==> src/inc/sps_pkg.sv <==
// Purpose: constants, types and parameter map of the servo parameter store
// Assumes: one aligned 32-bit word per parameter, byte address = 4 * index
// Notes: slot order follows the index order of the basic-setting class
package sps_pkg;
   typedef enum logic [1:0] {SPS_ATTR_A, SPS_ATTR_B, SPS_ATTR_C, SPS_ATTR_R} sps_attr_e;

   localparam int SPS_NUM = 15;
   localparam int SPS_IW = 10;

   // register indices, byte address is four times the index
   localparam logic [9:0] SPS_IDX [SPS_NUM] = '{
      10'h000, 10'h001, 10'h002, 10'h003, 10'h004, 10'h008, 10'h009, 10'h00a,
      10'h00b, 10'h00c, 10'h00d, 10'h00e, 10'h00f, 10'h010, 10'h011};
   localparam logic [9:0] SPS_IDX_CMD = 10'h020;
   localparam logic [9:0] SPS_IDX_STAT = 10'h021;

   // slot numbers used by the decode
   localparam int SPS_S_DIR = 0;
   localparam int SPS_S_MODE = 1;
   localparam int SPS_S_TUNE = 2;
   localparam int SPS_S_STIFF = 3;
   localparam int SPS_S_INERTIA = 4;
   localparam int SPS_S_CPPR = 5;
   localparam int SPS_S_NUM = 6;
   localparam int SPS_S_DEN = 7;
   localparam int SPS_S_OPPR = 8;
   localparam int SPS_S_PLOGIC = 9;
   localparam int SPS_S_TORQUE = 10;
   localparam int SPS_S_DEV = 11;
   localparam int SPS_S_ABS = 12;
   localparam int SPS_S_REGEN = 13;
   localparam int SPS_S_METHOD = 14;

   localparam sps_attr_e SPS_ATTR [SPS_NUM] = '{
      SPS_ATTR_C, SPS_ATTR_R, SPS_ATTR_B, SPS_ATTR_B, SPS_ATTR_B, SPS_ATTR_C, SPS_ATTR_C,
      SPS_ATTR_C, SPS_ATTR_R, SPS_ATTR_R, SPS_ATTR_B, SPS_ATTR_A, SPS_ATTR_C, SPS_ATTR_C,
      SPS_ATTR_C};
   localparam logic [31:0] SPS_MIN [SPS_NUM] = '{
      32'h0, 32'h0, 32'h0, 32'h0, 32'h0, 32'h0, 32'h0, 32'h1,
      32'h1, 32'h0, 32'h0, 32'h0, 32'h0, 32'h0, 32'h0};
   localparam logic [31:0] SPS_MAX [SPS_NUM] = '{
      32'h1, 32'h6, 32'h6, 32'h1f, 32'h2710, 32'h40000000, 32'h40000000, 32'h40000000,
      32'h40000, 32'h3, 32'h1f4, 32'h8000000, 32'h2, 32'h3, 32'h4};
   localparam logic [31:0] SPS_RST [SPS_NUM] = '{
      32'h0, 32'h0, 32'h0, 32'h0, 32'h0, 32'h0, 32'h0, 32'h1,
      32'h1, 32'h0, 32'h0, 32'h0, 32'h0, 32'h0, 32'h0};

   localparam logic [31:0] SPS_MODE_RSV_LO = 32'h1;
   localparam logic [31:0] SPS_MODE_RSV_HI = 32'h5;
   localparam logic [31:0] SPS_MODE_FULL = 32'h6;
   localparam logic [31:0] SPS_TORQUE_CAP = 32'h1f4;

   // command register codes, bits [1:0]
   localparam logic [1:0] SPS_CMD_SWRST = 2'h1;
   localparam logic [1:0] SPS_CMD_VALID_C = 2'h2;

   // status register fields
   localparam int SPS_ST_IDLE = 16;
   localparam int SPS_ST_REFUSED = 17;

   localparam logic [1:0] SPS_RESP_OKAY = 2'h0;
   localparam logic [1:0] SPS_RESP_SLVERR = 2'h2;
   localparam logic [1:0] SPS_RESP_DECERR = 2'h3;

   typedef struct packed {
      logic [9:0] idx;
      logic [31:0] data;
      logic [3:0] strb;
   } sps_wreq_s;

   typedef struct packed {
      logic ccw_positive;
      logic full_closed;
      logic [2:0] control_mode;
      logic [2:0] autotune_mode;
      logic [4:0] stiffness;
      logic [15:0] inertia_ratio;
      logic [31:0] cmd_ppr;
      logic [31:0] gear_num;
      logic [31:0] gear_den;
      logic [31:0] out_ppr;
      logic [1:0] pulse_logic;
      logic [15:0] torque_limit;
      logic [31:0] deviation_limit;
      logic deviation_check_en;
      logic [1:0] abs_encoder;
      logic [1:0] regen_setup;
      logic [2:0] regen_method;
   } sps_active_s;
endpackage

==> src/hdl/sps_param_cell.sv <==
// Purpose: one parameter with pending and active copies
// Assumes: wr_en, sw_reset and validate_c are single-cycle pulses on sys_clk; idle is a level
// Notes: attribute fixed per instance
`timescale 1ns/1ps
`default_nettype none
module sps_param_cell #(
   parameter sps_pkg::sps_attr_e ATTR = sps_pkg::SPS_ATTR_A,
   parameter logic [31:0] RST = 32'h0
) (
   // clock and reset
   input wire logic sys_clk,
   input wire logic rst,
   // write and activation events
   input wire logic wr_en,
   input wire logic [31:0] wr_data,
   input wire logic idle,
   input wire logic sw_reset,
   input wire logic validate_c,
   // copies
   output logic [31:0] pending,
   output logic [31:0] active
);
   always_ff @(posedge sys_clk or posedge rst) begin
      if (rst) begin
         pending <= RST;
      end else if (wr_en) begin
         pending <= wr_data;
      end
   end

   // control-power reset restores both copies
   always_ff @(posedge sys_clk or posedge rst) begin
      if (rst) begin
         active <= RST;
      end else begin
         unique case (ATTR)
            sps_pkg::SPS_ATTR_A: if (wr_en) active <= wr_data;
            sps_pkg::SPS_ATTR_B: if (idle) active <= pending;
            sps_pkg::SPS_ATTR_C: if (sw_reset || validate_c) active <= pending;
            sps_pkg::SPS_ATTR_R: if (sw_reset) active <= pending;
         endcase
      end
   end
endmodule // sps_param_cell
`default_nettype wire

==> src/hdl/sps_axil_port.sv <==
// Purpose: AXI4-Lite slave front end of the parameter store
// Assumes: one write and one read in flight; answers come from the store
// Notes: write address and data taken in either order
`timescale 1ns/1ps
`default_nettype none
module sps_axil_port (
   // clock and reset
   input wire logic sys_clk,
   input wire logic rst,
   // write channels
   input wire logic [11:0] s_awaddr,
   input wire logic s_awvalid,
   output logic s_awready,
   input wire logic [31:0] s_wdata,
   input wire logic [3:0] s_wstrb,
   input wire logic s_wvalid,
   output logic s_wready,
   output logic [1:0] s_bresp,
   output logic s_bvalid,
   input wire logic s_bready,
   // read channels
   input wire logic [11:0] s_araddr,
   input wire logic s_arvalid,
   output logic s_arready,
   output logic [31:0] s_rdata,
   output logic [1:0] s_rresp,
   output logic s_rvalid,
   input wire logic s_rready,
   // store side
   output logic wr_fire,
   output sps_pkg::sps_wreq_s wr_req,
   input wire logic [1:0] wr_resp,
   output logic [9:0] rd_idx,
   input wire logic [31:0] rd_data,
   input wire logic [1:0] rd_resp
);
   logic aw_held;
   logic w_held;
   logic ar_held;

   assign s_awready = !aw_held && !s_bvalid;
   assign s_wready = !w_held && !s_bvalid;
   assign s_arready = !ar_held && !s_rvalid;
   assign wr_fire = aw_held && w_held;

   always_ff @(posedge sys_clk or posedge rst) begin
      if (rst) begin
         aw_held <= 1'b0;
         w_held <= 1'b0;
         wr_req <= '0;
      end else begin
         if (s_awvalid && s_awready) begin
            aw_held <= 1'b1;
            wr_req.idx <= s_awaddr[11:2];
         end else if (wr_fire) begin
            aw_held <= 1'b0;
         end
         if (s_wvalid && s_wready) begin
            w_held <= 1'b1;
            wr_req.data <= s_wdata;
            wr_req.strb <= s_wstrb;
         end else if (wr_fire) begin
            w_held <= 1'b0;
         end
      end
   end

   always_ff @(posedge sys_clk or posedge rst) begin
      if (rst) begin
         s_bvalid <= 1'b0;
         s_bresp <= sps_pkg::SPS_RESP_OKAY;
      end else if (wr_fire) begin
         s_bvalid <= 1'b1;
         s_bresp <= wr_resp;
      end else if (s_bready) begin
         s_bvalid <= 1'b0;
      end
   end

   always_ff @(posedge sys_clk or posedge rst) begin
      if (rst) begin
         ar_held <= 1'b0;
         rd_idx <= '0;
         s_rvalid <= 1'b0;
         s_rdata <= '0;
         s_rresp <= sps_pkg::SPS_RESP_OKAY;
      end else begin
         if (s_arvalid && s_arready) begin
            ar_held <= 1'b1;
            rd_idx <= s_araddr[11:2];
         end else if (ar_held) begin
            ar_held <= 1'b0;
            s_rvalid <= 1'b1;
            s_rdata <= rd_data;
            s_rresp <= rd_resp;
         end else if (s_rready) begin
            s_rvalid <= 1'b0;
         end
      end
   end
endmodule // sps_axil_port
`default_nettype wire

==> src/hdl/sps_param_store.sv <==
// Purpose: basic-setting parameter store with activation by attribute
// Assumes: motor_idle_pin is asynchronous; motor_max_torque is on sys_clk
// Notes: parameter reads return the pending (last written) value
// Function
// - each parameter takes a new value only at its attribute's moment
// - always-effective parameter acts right after the write
// - reset-or-validate parameter acts on power reset, software reset or validation
// - reset-only parameter acts on power or software reset, not validation
// - read-only registers refuse normal writes
// - direction 0 makes clockwise positive, 1 counter-clockwise
// - mode 0 semi-closed, 6 full-closed, 1 to 5 reserved
// - deviation-excess limit 0 disables the deviation-excess error
// - first torque limit 0 to 500, clamped to motor maximum
// - machine stiffness accepts 0 to 31
`timescale 1ns/1ps
`default_nettype none
module sps_param_store (
   // clock and reset
   input wire logic sys_clk,
   input wire logic rst,
   // write channels
   input wire logic [11:0] s_awaddr,
   input wire logic s_awvalid,
   output logic s_awready,
   input wire logic [31:0] s_wdata,
   input wire logic [3:0] s_wstrb,
   input wire logic s_wvalid,
   output logic s_wready,
   output logic [1:0] s_bresp,
   output logic s_bvalid,
   input wire logic s_bready,
   // read channels
   input wire logic [11:0] s_araddr,
   input wire logic s_arvalid,
   output logic s_arready,
   output logic [31:0] s_rdata,
   output logic [1:0] s_rresp,
   output logic s_rvalid,
   input wire logic s_rready,
   // drive side
   input wire logic motor_idle_pin,
   input wire logic [15:0] motor_max_torque,
   output sps_pkg::sps_active_s active_out
);
   logic wr_fire;
   sps_pkg::sps_wreq_s wr_req;
   logic [1:0] wr_resp;
   logic [9:0] rd_idx;
   logic [31:0] rd_data;
   logic [1:0] rd_resp;
   logic [31:0] mask;
   logic [31:0] merged [sps_pkg::SPS_NUM];
   logic [31:0] pend [sps_pkg::SPS_NUM];
   logic [31:0] act [sps_pkg::SPS_NUM];
   logic [sps_pkg::SPS_NUM-1:0] hit;
   logic [sps_pkg::SPS_NUM-1:0] in_range;
   logic [sps_pkg::SPS_NUM-1:0] wr_en;
   logic [sps_pkg::SPS_NUM-1:0] differs;
   logic mode_reserved;
   logic slot_hit;
   logic slot_ok;
   logic cmd_hit;
   logic stat_hit;
   logic cmd_ok;
   logic sw_reset;
   logic validate_c;
   logic refused;
   logic [2:0] idle_s;
   logic idle_q;
   logic [31:0] stat_word;
   logic [31:0] torque_eff;

   sps_axil_port u_port (
      .sys_clk(sys_clk),
      .rst(rst),
      .s_awaddr(s_awaddr),
      .s_awvalid(s_awvalid),
      .s_awready(s_awready),
      .s_wdata(s_wdata),
      .s_wstrb(s_wstrb),
      .s_wvalid(s_wvalid),
      .s_wready(s_wready),
      .s_bresp(s_bresp),
      .s_bvalid(s_bvalid),
      .s_bready(s_bready),
      .s_araddr(s_araddr),
      .s_arvalid(s_arvalid),
      .s_arready(s_arready),
      .s_rdata(s_rdata),
      .s_rresp(s_rresp),
      .s_rvalid(s_rvalid),
      .s_rready(s_rready),
      .wr_fire(wr_fire),
      .wr_req(wr_req),
      .wr_resp(wr_resp),
      .rd_idx(rd_idx),
      .rd_data(rd_data),
      .rd_resp(rd_resp)
   );

   // motor idle sampled through three flops, taken when the last two agree
   always_ff @(posedge sys_clk or posedge rst) begin
      if (rst) begin
         idle_s <= 3'h0;
         idle_q <= 1'b0;
      end else begin
         idle_s <= {idle_s[1:0], motor_idle_pin};
         if (idle_s[1] == idle_s[2]) begin
            idle_q <= idle_s[2];
         end
      end
   end

   assign mask = {{8{wr_req.strb[3]}}, {8{wr_req.strb[2]}}, {8{wr_req.strb[1]}},
                  {8{wr_req.strb[0]}}};

   for (genvar i = 0; i < sps_pkg::SPS_NUM; i++) begin : g_slot
      assign hit[i] = (wr_req.idx == sps_pkg::SPS_IDX[i]);
      assign merged[i] = (pend[i] & ~mask) | (wr_req.data & mask);
      // values outside the documented span are refused whole
      assign in_range[i] = (merged[i] >= sps_pkg::SPS_MIN[i]) &&
                           (merged[i] <= sps_pkg::SPS_MAX[i]);
      assign wr_en[i] = wr_fire && hit[i] && slot_ok;
      assign differs[i] = (pend[i] != act[i]);
      sps_param_cell #(
         .ATTR(sps_pkg::SPS_ATTR[i]),
         .RST(sps_pkg::SPS_RST[i])
      ) u_cell (
         .sys_clk(sys_clk),
         .rst(rst),
         .wr_en(wr_en[i]),
         .wr_data(merged[i]),
         .idle(idle_q),
         .sw_reset(sw_reset),
         .validate_c(validate_c),
         .pending(pend[i]),
         .active(act[i])
      );
   end

   assign mode_reserved = hit[sps_pkg::SPS_S_MODE] &&
                          (merged[sps_pkg::SPS_S_MODE] >= sps_pkg::SPS_MODE_RSV_LO) &&
                          (merged[sps_pkg::SPS_S_MODE] <= sps_pkg::SPS_MODE_RSV_HI);
   assign slot_hit = |hit;
   assign slot_ok = |(hit & in_range) && !mode_reserved;
   assign cmd_hit = (wr_req.idx == sps_pkg::SPS_IDX_CMD);
   assign stat_hit = (wr_req.idx == sps_pkg::SPS_IDX_STAT);
   assign cmd_ok = (wr_req.data[1:0] == sps_pkg::SPS_CMD_SWRST) ||
                   (wr_req.data[1:0] == sps_pkg::SPS_CMD_VALID_C);

   // write answer
   always_comb begin
      if (slot_hit) begin
         wr_resp = slot_ok ? sps_pkg::SPS_RESP_OKAY : sps_pkg::SPS_RESP_SLVERR;
      end else if (cmd_hit) begin
         wr_resp = cmd_ok ? sps_pkg::SPS_RESP_OKAY : sps_pkg::SPS_RESP_SLVERR;
      end else if (stat_hit) begin
         wr_resp = sps_pkg::SPS_RESP_SLVERR;
      end else begin
         wr_resp = sps_pkg::SPS_RESP_DECERR;
      end
   end

   // command pulses, one cycle after the accepted write
   always_ff @(posedge sys_clk or posedge rst) begin
      if (rst) begin
         sw_reset <= 1'b0;
         validate_c <= 1'b0;
      end else begin
         sw_reset <= wr_fire && cmd_hit &&
                     (wr_req.data[1:0] == sps_pkg::SPS_CMD_SWRST);
         validate_c <= wr_fire && cmd_hit &&
                       (wr_req.data[1:0] == sps_pkg::SPS_CMD_VALID_C);
      end
   end

   // flag held from the last write until the next one: refused or not
   always_ff @(posedge sys_clk or posedge rst) begin
      if (rst) begin
         refused <= 1'b0;
      end else if (wr_fire) begin
         refused <= (wr_resp != sps_pkg::SPS_RESP_OKAY);
      end
   end

   always_comb begin
      stat_word = 32'h0;
      stat_word[sps_pkg::SPS_NUM-1:0] = differs;
      stat_word[sps_pkg::SPS_ST_IDLE] = idle_q;
      stat_word[sps_pkg::SPS_ST_REFUSED] = refused;
   end

   // read mux
   always_comb begin
      rd_data = 32'h0;
      rd_resp = sps_pkg::SPS_RESP_DECERR;
      for (int k = 0; k < sps_pkg::SPS_NUM; k++) begin
         if (rd_idx == sps_pkg::SPS_IDX[k]) begin
            rd_data = pend[k];
            rd_resp = sps_pkg::SPS_RESP_OKAY;
         end
      end
      if (rd_idx == sps_pkg::SPS_IDX_CMD) begin
         rd_resp = sps_pkg::SPS_RESP_OKAY;
      end
      if (rd_idx == sps_pkg::SPS_IDX_STAT) begin
         rd_data = stat_word;
         rd_resp = sps_pkg::SPS_RESP_OKAY;
      end
   end

   // usable torque bound never above the attached motor's maximum
   assign torque_eff = (act[sps_pkg::SPS_S_TORQUE] > {16'h0, motor_max_torque}) ?
                       {16'h0, motor_max_torque} : act[sps_pkg::SPS_S_TORQUE];

   // decoded active values for the control functions
   always_ff @(posedge sys_clk or posedge rst) begin
      if (rst) begin
         active_out <= '0;
      end else begin
         active_out.ccw_positive <= act[sps_pkg::SPS_S_DIR][0];
         active_out.full_closed <=
            (act[sps_pkg::SPS_S_MODE] == sps_pkg::SPS_MODE_FULL);
         active_out.control_mode <= act[sps_pkg::SPS_S_MODE][2:0];
         active_out.autotune_mode <= act[sps_pkg::SPS_S_TUNE][2:0];
         active_out.stiffness <= act[sps_pkg::SPS_S_STIFF][4:0];
         active_out.inertia_ratio <= act[sps_pkg::SPS_S_INERTIA][15:0];
         active_out.cmd_ppr <= act[sps_pkg::SPS_S_CPPR];
         active_out.gear_num <= act[sps_pkg::SPS_S_NUM];
         active_out.gear_den <= act[sps_pkg::SPS_S_DEN];
         active_out.out_ppr <= act[sps_pkg::SPS_S_OPPR];
         active_out.pulse_logic <= act[sps_pkg::SPS_S_PLOGIC][1:0];
         active_out.torque_limit <= torque_eff[15:0];
         active_out.deviation_limit <= act[sps_pkg::SPS_S_DEV];
         active_out.deviation_check_en <= (act[sps_pkg::SPS_S_DEV] != 32'h0);
         active_out.abs_encoder <= act[sps_pkg::SPS_S_ABS][1:0];
         active_out.regen_setup <= act[sps_pkg::SPS_S_REGEN][1:0];
         active_out.regen_method <= act[sps_pkg::SPS_S_METHOD][2:0];
      end
   end
endmodule // sps_param_store
`default_nettype wire

==> config.mk <==
export PLATFORM = sky130hd
export DESIGN_NAME = sps_param_store
export DESIGN_NICKNAME = d
export VERILOG_FILES = /design/src/inc/sps_pkg.sv /design/src/hdl/sps_param_cell.sv /design/src/hdl/sps_axil_port.sv /design/src/hdl/sps_param_store.sv
export SDC_FILE = /design/constraint.sdc
export NUM_CORES = 2
export LEC_CHECK = 0
export BUFFER_PORTS_ARGS = -buffer_cell sky130_fd_sc_hd__buf_2
export CAP_MARGIN = 10
export CORE_MARGIN = 1
export CORE_UTILIZATION = 60
export DETAILED_ROUTE_END_ITERATION = 16
export GPL_ROUTABILITY_DRIVEN = 1
export PLACE_DENSITY_LB_ADDON = 0.15
export SLEW_MARGIN = 20
export SYNTH_ARGS = -nofsm -noshare
export SYNTH_HDL_FRONTEND = slang
export SYNTH_SLANG_ARGS = --single-unit
==> constraint.sdc <==
create_clock -name sys_clk -period 70.5 [get_ports sys_clk]
set_clock_uncertainty 0.2 [all_clocks]
set_input_delay 10.575 -clock sys_clk [delete_from_list [all_inputs] [get_ports sys_clk]]
set_output_delay 10.575 -clock sys_clk [all_outputs]
set_load 0.02 [all_outputs]
# Word-level counts from Yosys, hierarchy flattened
# Cells that the tools add are included.
# totals
mem_bits_rw	0
latch_bits	0
memories	0
reg_bits	1247
rom_bits	0
in_bits	84
output_inout_bits	256
# op_classes
bitwise_logic	34
order_cmp	33
shift	0
muxes	47
div	0
reduce_logical	78
eq_ne	50
add_sub_neg	0
multipliers	0
# op_table
op	n
32-bit bitwise AND	16
32-bit by 1-bit >= comparator with 1-bit output (second input constant)	16
32-bit 2-to-1 mux	16
32-bit bitwise OR	15
32-bit != test	14
10-bit by 4-bit equality test with 1-bit output (second input constant)	16
32-bit by 3-bit <= comparator with 1-bit output (second input constant)	4
32-bit by 2-bit <= comparator with 1-bit output (second input constant)	3
32-bit by 31-bit <= comparator with 1-bit output (second input constant)	3
1-bit logical AND	58
2-bit 2-to-1 mux	21
10-bit by 2-bit equality test with 1-bit output (second input constant)	4
10-bit by 5-bit equality test with 1-bit output (second input constant)	4
10-bit by 6-bit equality test with 1-bit output (second input constant)	4
32-bit by 3-bit equality test with 1-bit output (second input constant)	1
32-bit by 16-bit greater-than comparator with 1-bit output	1
32-bit by 1-bit <= comparator with 1-bit output (second input constant)	1
32-bit by 14-bit <= comparator with 1-bit output (second input constant)	1
32-bit by 19-bit <= comparator with 1-bit output (second input constant)	1
32-bit by 28-bit <= comparator with 1-bit output (second input constant)	1
32-bit by 5-bit <= comparator with 1-bit output (second input constant)	1
32-bit by 9-bit <= comparator with 1-bit output (second input constant)	1
32-bit inverter	1
32-bit nonzero test	1
other kinds (15)	38

# Longest topological paths before layout
# logic_depth
word_depth	18
depth_mapped	15
ltp_nobuf	10

# Modules after synthesis
# A second synthesis with hierarchy kept.
# unflattened
cells_unflattened	5393
area_unflattened_um2	64598.2
# by_module_without_submodules
module	area_each_um2	seq_area_each_um2	n_inst	cells_each
sps_param_store	23337.4	5555.3	1	3159
sps_param_cell (g_slot[10].u_cell ...)	2693.8	1601.5	6	137
sps_param_cell (g_slot[0].u_cell ...)	2432.3	1601.5	6	137
sps_axil_port	3783.6	2427.3	1	215
sps_param_cell (g_slot[8].u_cell)	2696.3	1604.0	1	137
sps_param_cell (g_slot[7].u_cell)	2434.8	1604.0	1	137
sps_param_cell (g_slot[11].u_cell)	1589.0	800.8	1	101

# Worst setup path before layout
# Ideal clock, no wire load.
# synth_path
kind	in2reg
startpoint	input motor_max_torque[1]
endpoint	register active_out[45] in the netlist's numbering
required_time_ps	70233
setup_ps	67
arrival_ps	12802
path_stages	12
path_slack_ps	57431
path_buffers	2
cell_sequence	inv_1 > ha_1 > nor2b_1 > o21a_1 > o21a_1 > o21a_1 > o21ai_0 > a211oi_1 > or2_2 > clkbuf_1 > clkbuf_1 > a311o_1
# synth_via
elab_chain_len	2
# synth_rtl
element	line_no	rtl
start, declared	sps_param_store.sv:42	input wire logic [15:0] motor_max_torque,
32-bit by 16-bit greater-than comparator with 1-bit output	sps_param_store.sv:213	assign torque_eff = (act[sps_pkg::SPS_S_TORQUE] > {16'h0, motor_max_torque}) ?
16-bit 2-to-1 mux	sps_param_store.sv:213	
via torque_eff[5]	sps_param_store.sv:71	logic [31:0] torque_eff;
end, declared	sps_param_store.sv:43	output sps_pkg::sps_active_s active_out
# The timed path passes the listed nets, and every way through them passes these cells.
# A chain may end at the register's enable or synchronous reset.

==> summary.txt <==
status = completed
area grow syn2layout = 13.4%
RSZ-0062 raised after global routing = no
WL final = 194 mm
simple logic cell fraction of the synthesized area = 11.5%
cts bufs inserted = 121
synthesized net count = 4519
predominant post-synthesis flop cell = dfrtp_1
WHS = 0.150 ns
fin crit share = 19.9%
Seq/Total Area, Yosys = 56.7%
Yosys reg bits = 1246
mux cell area share after synthesis = 13.1%
die area = 92900 sq um
critical-path cell list = buf_2 -> inv_8 -> buf_4 -> buf_12 -> buf_4 -> buf_6
max incr delay on CP = 0.85 ns
CTS clock-pin slew for the worst setup and hold paths = 0.06 ns
Yosys cell types = 91
Routability Congestion = 1.06
main combinational cell family by area after synthesis = multiplexers
Pleak = 32.7 nW
# rows = 110
Post-Place Setup Slack = 55.23 ns
crit path capture type = async pin
Synth Area in Compound Gates = 9.12%
EDFF count, synth = 0
# IOs = 340
FMAX = 0.0714 GHz
H-tree Lvls = 3
antenna-violating nets left = 0
layout cells sized above 1 = 26.0%
die width = 305 um
Initial Utilization = 60.8%
Worst slew margin = 18.1%
drt initial violations = 5668
initial antenna violation count = 14
Die Y = 305 um
most used cell, CP = buf_4
DR vias/cell = 6.76
pwr dens = 28.0 nW/um^2
CORE AREA = 90400 sq um
startpoint class of the critical path = input pin
hold_buf cts = 0
CTS Sinks = 1246
Critical Path AT = 14.51 ns
WL/cell = 32.3 um
final hold vios = 0
DRC = 0
first-pass GRT wire length = 280 mm
worst slew pin tran = 1.23 ns
DP Wirelength = 141 mm
path type of the worst setup path = input pin to async pin
synth warn = 0
CTS Buffer Depth = 3
XOR/XNOR Fraction of Synth Area = 7.14%
Layout Nets = 4828
Max Slew Vio Count = 0
ys async rst share = 100%
Slowest cell on crit path = buf_4
max-cap viol count = 0
crit-path max FO = 159
DRT Pass-1 Iters = 11
setup TNS = 0 ns
HP Class = flip-flop to flip-flop
largest net degree at the start of global routing = 185
Cell Area, Synth = 55000 sq um
CTS tree = done
vias after detailed routing = 40600
post-synthesis cell count = 4417
final setup fails = 0
gr ovfl total = 0
layout filler cell count = 6677
root buf cell = clkbuf_16
IO buf count = 335
Worst-Skew Late Latency = 0.73 ns
maximum VDD drop = 25.8 uV
WP data required = 70.99 ns
vias in the first global route = 39200
final period demand of the worst path = 14.01 ns
Post-CTS Resized = 0
gr usage total = 42.0%
Final WS setup = 56.49 ns
post-CTS setup buffers = 0
Avg Inst Size Synth = 12.4 sq um
area share of fa/ha/maj cells after synthesis = 0.428%
sequential cells by signal (all words and copies together) (netlist names):
signal and cells:
u_port.rd_idx 10, u_port.s_rdata 32, u_port.s_bvalid 1, idle_s 3, active_out 215, u_port.aw_held 1, g_slot.u_cell.pending 480, u_port.s_rresp 1
idle_q 1, validate_c 1, sw_reset 1, u_port.s_bresp 2, g_slot.u_cell.active 448, u_port.wr_req 46, refused 1, u_port.s_rvalid 1
u_port.ar_held 1, u_port.w_held 1
cells in the mapped netlist (22+ instances only):
library cell | n | area, sq um
mux2_2 | 507 | 5710
and2_1 | 81 | 507
a221oi_1 | 52 | 455
a22o_1 | 42 | 368
inv_1 | 36 | 135
xnor2_1 | 107 | 937
mux2_4 | 32 | 480
o21ai_0 | 121 | 606
mux2_1 | 70 | 788
a22oi_1 | 28 | 210
nand4_1 | 72 | 450
nor4_1 | 190 | 1190
nor3_1 | 82 | 410
clkbuf_1 | 201 | 754
o22ai_1 | 48 | 300
xor2_1 | 341 | 2990
o221ai_1 | 25 | 219
nand2_1 | 152 | 571
mux2i_1 | 22 | 220
dfrtp_1 | 1242 | 31100
nor2b_1 | 237 | 1480
nand3_1 | 49 | 245
a21oi_1 | 83 | 415
nor2_1 | 148 | 556
path summary, 6_finish.rpt:
check,startpoint,to,slack [ns],cells after the start
setup reg to reg,u_port.wr_req[40]$_DFFE_PP0P_,g_slot[7].u_cell.pending[17]$_DFFE_PP0P_,65.10,9
hold reg to reg,idle_s[0]$_DFF_PP0_,idle_s[1]$_DFF_PP0_,0.15,0
hold / removal,idle_s[0]$_DFF_PP0_,idle_s[1]$_DFF_PP0_,0.15,0
max in group sys_clk,motor_max_torque[1],active_out[53]$_DFF_PP0_,57.81,11
min in group asynchronous,rst,active_out[146]$_DFF_PP0_,9.82,2
setup / recovery,rst,idle_q$_DFFE_PP0N_,56.49,6
per-layer routing:
layer	share of wire (%)	vias to the layer above	track usage, %
met5	0.070	-	0
met4	7.4	20	24.8
met2	43	2541	61.4
met1	38	20600	55.2
li1	-	16700	-
met3	12	736	13.2
cells in the final DEF (no fill, tap or decap), types with 80 or more instances in the layout:
cell,n
nand2_1,152
mux2_2,507
nor2_1,146
nor2b_1,236
buf_4,86
xnor2_1,107
clkbuf_16,127
nor4_1,187
buf_2,335
dfrtp_1,1236
xor2_1,341
and2_1,80
o21ai_0,121
per-stage QoR:
step                utilization [%]  std cells  total power, mW  cell area, sq um
floorplan                         -       4417            0.921             55000
global placement               64.2       5778             1.05             58100
detailed placement             64.2       5778             1.05             58100
CTS                            68.9       6002             1.73             62300
global route                   68.9       6003             1.78             62300
finish                         69.0       6008             1.75             62400
power breakdown:
group | internal (mW) | total (mW) | switching [mW] | leakage (nW)
combinational | 0.0720 | 0.253 | 0.181 | 13.3
sequential | 0.736 | 0.808 | 0.0716 | 17.2
clock | 0.405 | 0.687 | 0.282 | 2.09
layout make-up:
cell class                 count  area [sq um]  area share, %
multi-input combinational   2894         22900           36.7
inverter                      37           146          0.235
tap                         1176          1470           2.36
clock inverter                43           539          0.865
antenna                        5          12.5         0.0201
sequential                  1246         31200           50.0
timing repair buffer         426          2420           3.88
clock buffer                 181          3700           5.94
worst max-delay path: cells and delay by family:
kind     cells  cell delay, ns
buf+inv      6            3.67
cells by family after synthesis:
kind of cell,after synthesis
flops,1246
simple gates,1133
compound gates,663
mux,631
xor+xnor,448
buf+inv,277
fa+ha+maj,19
(Power assumes the default switching activity.)
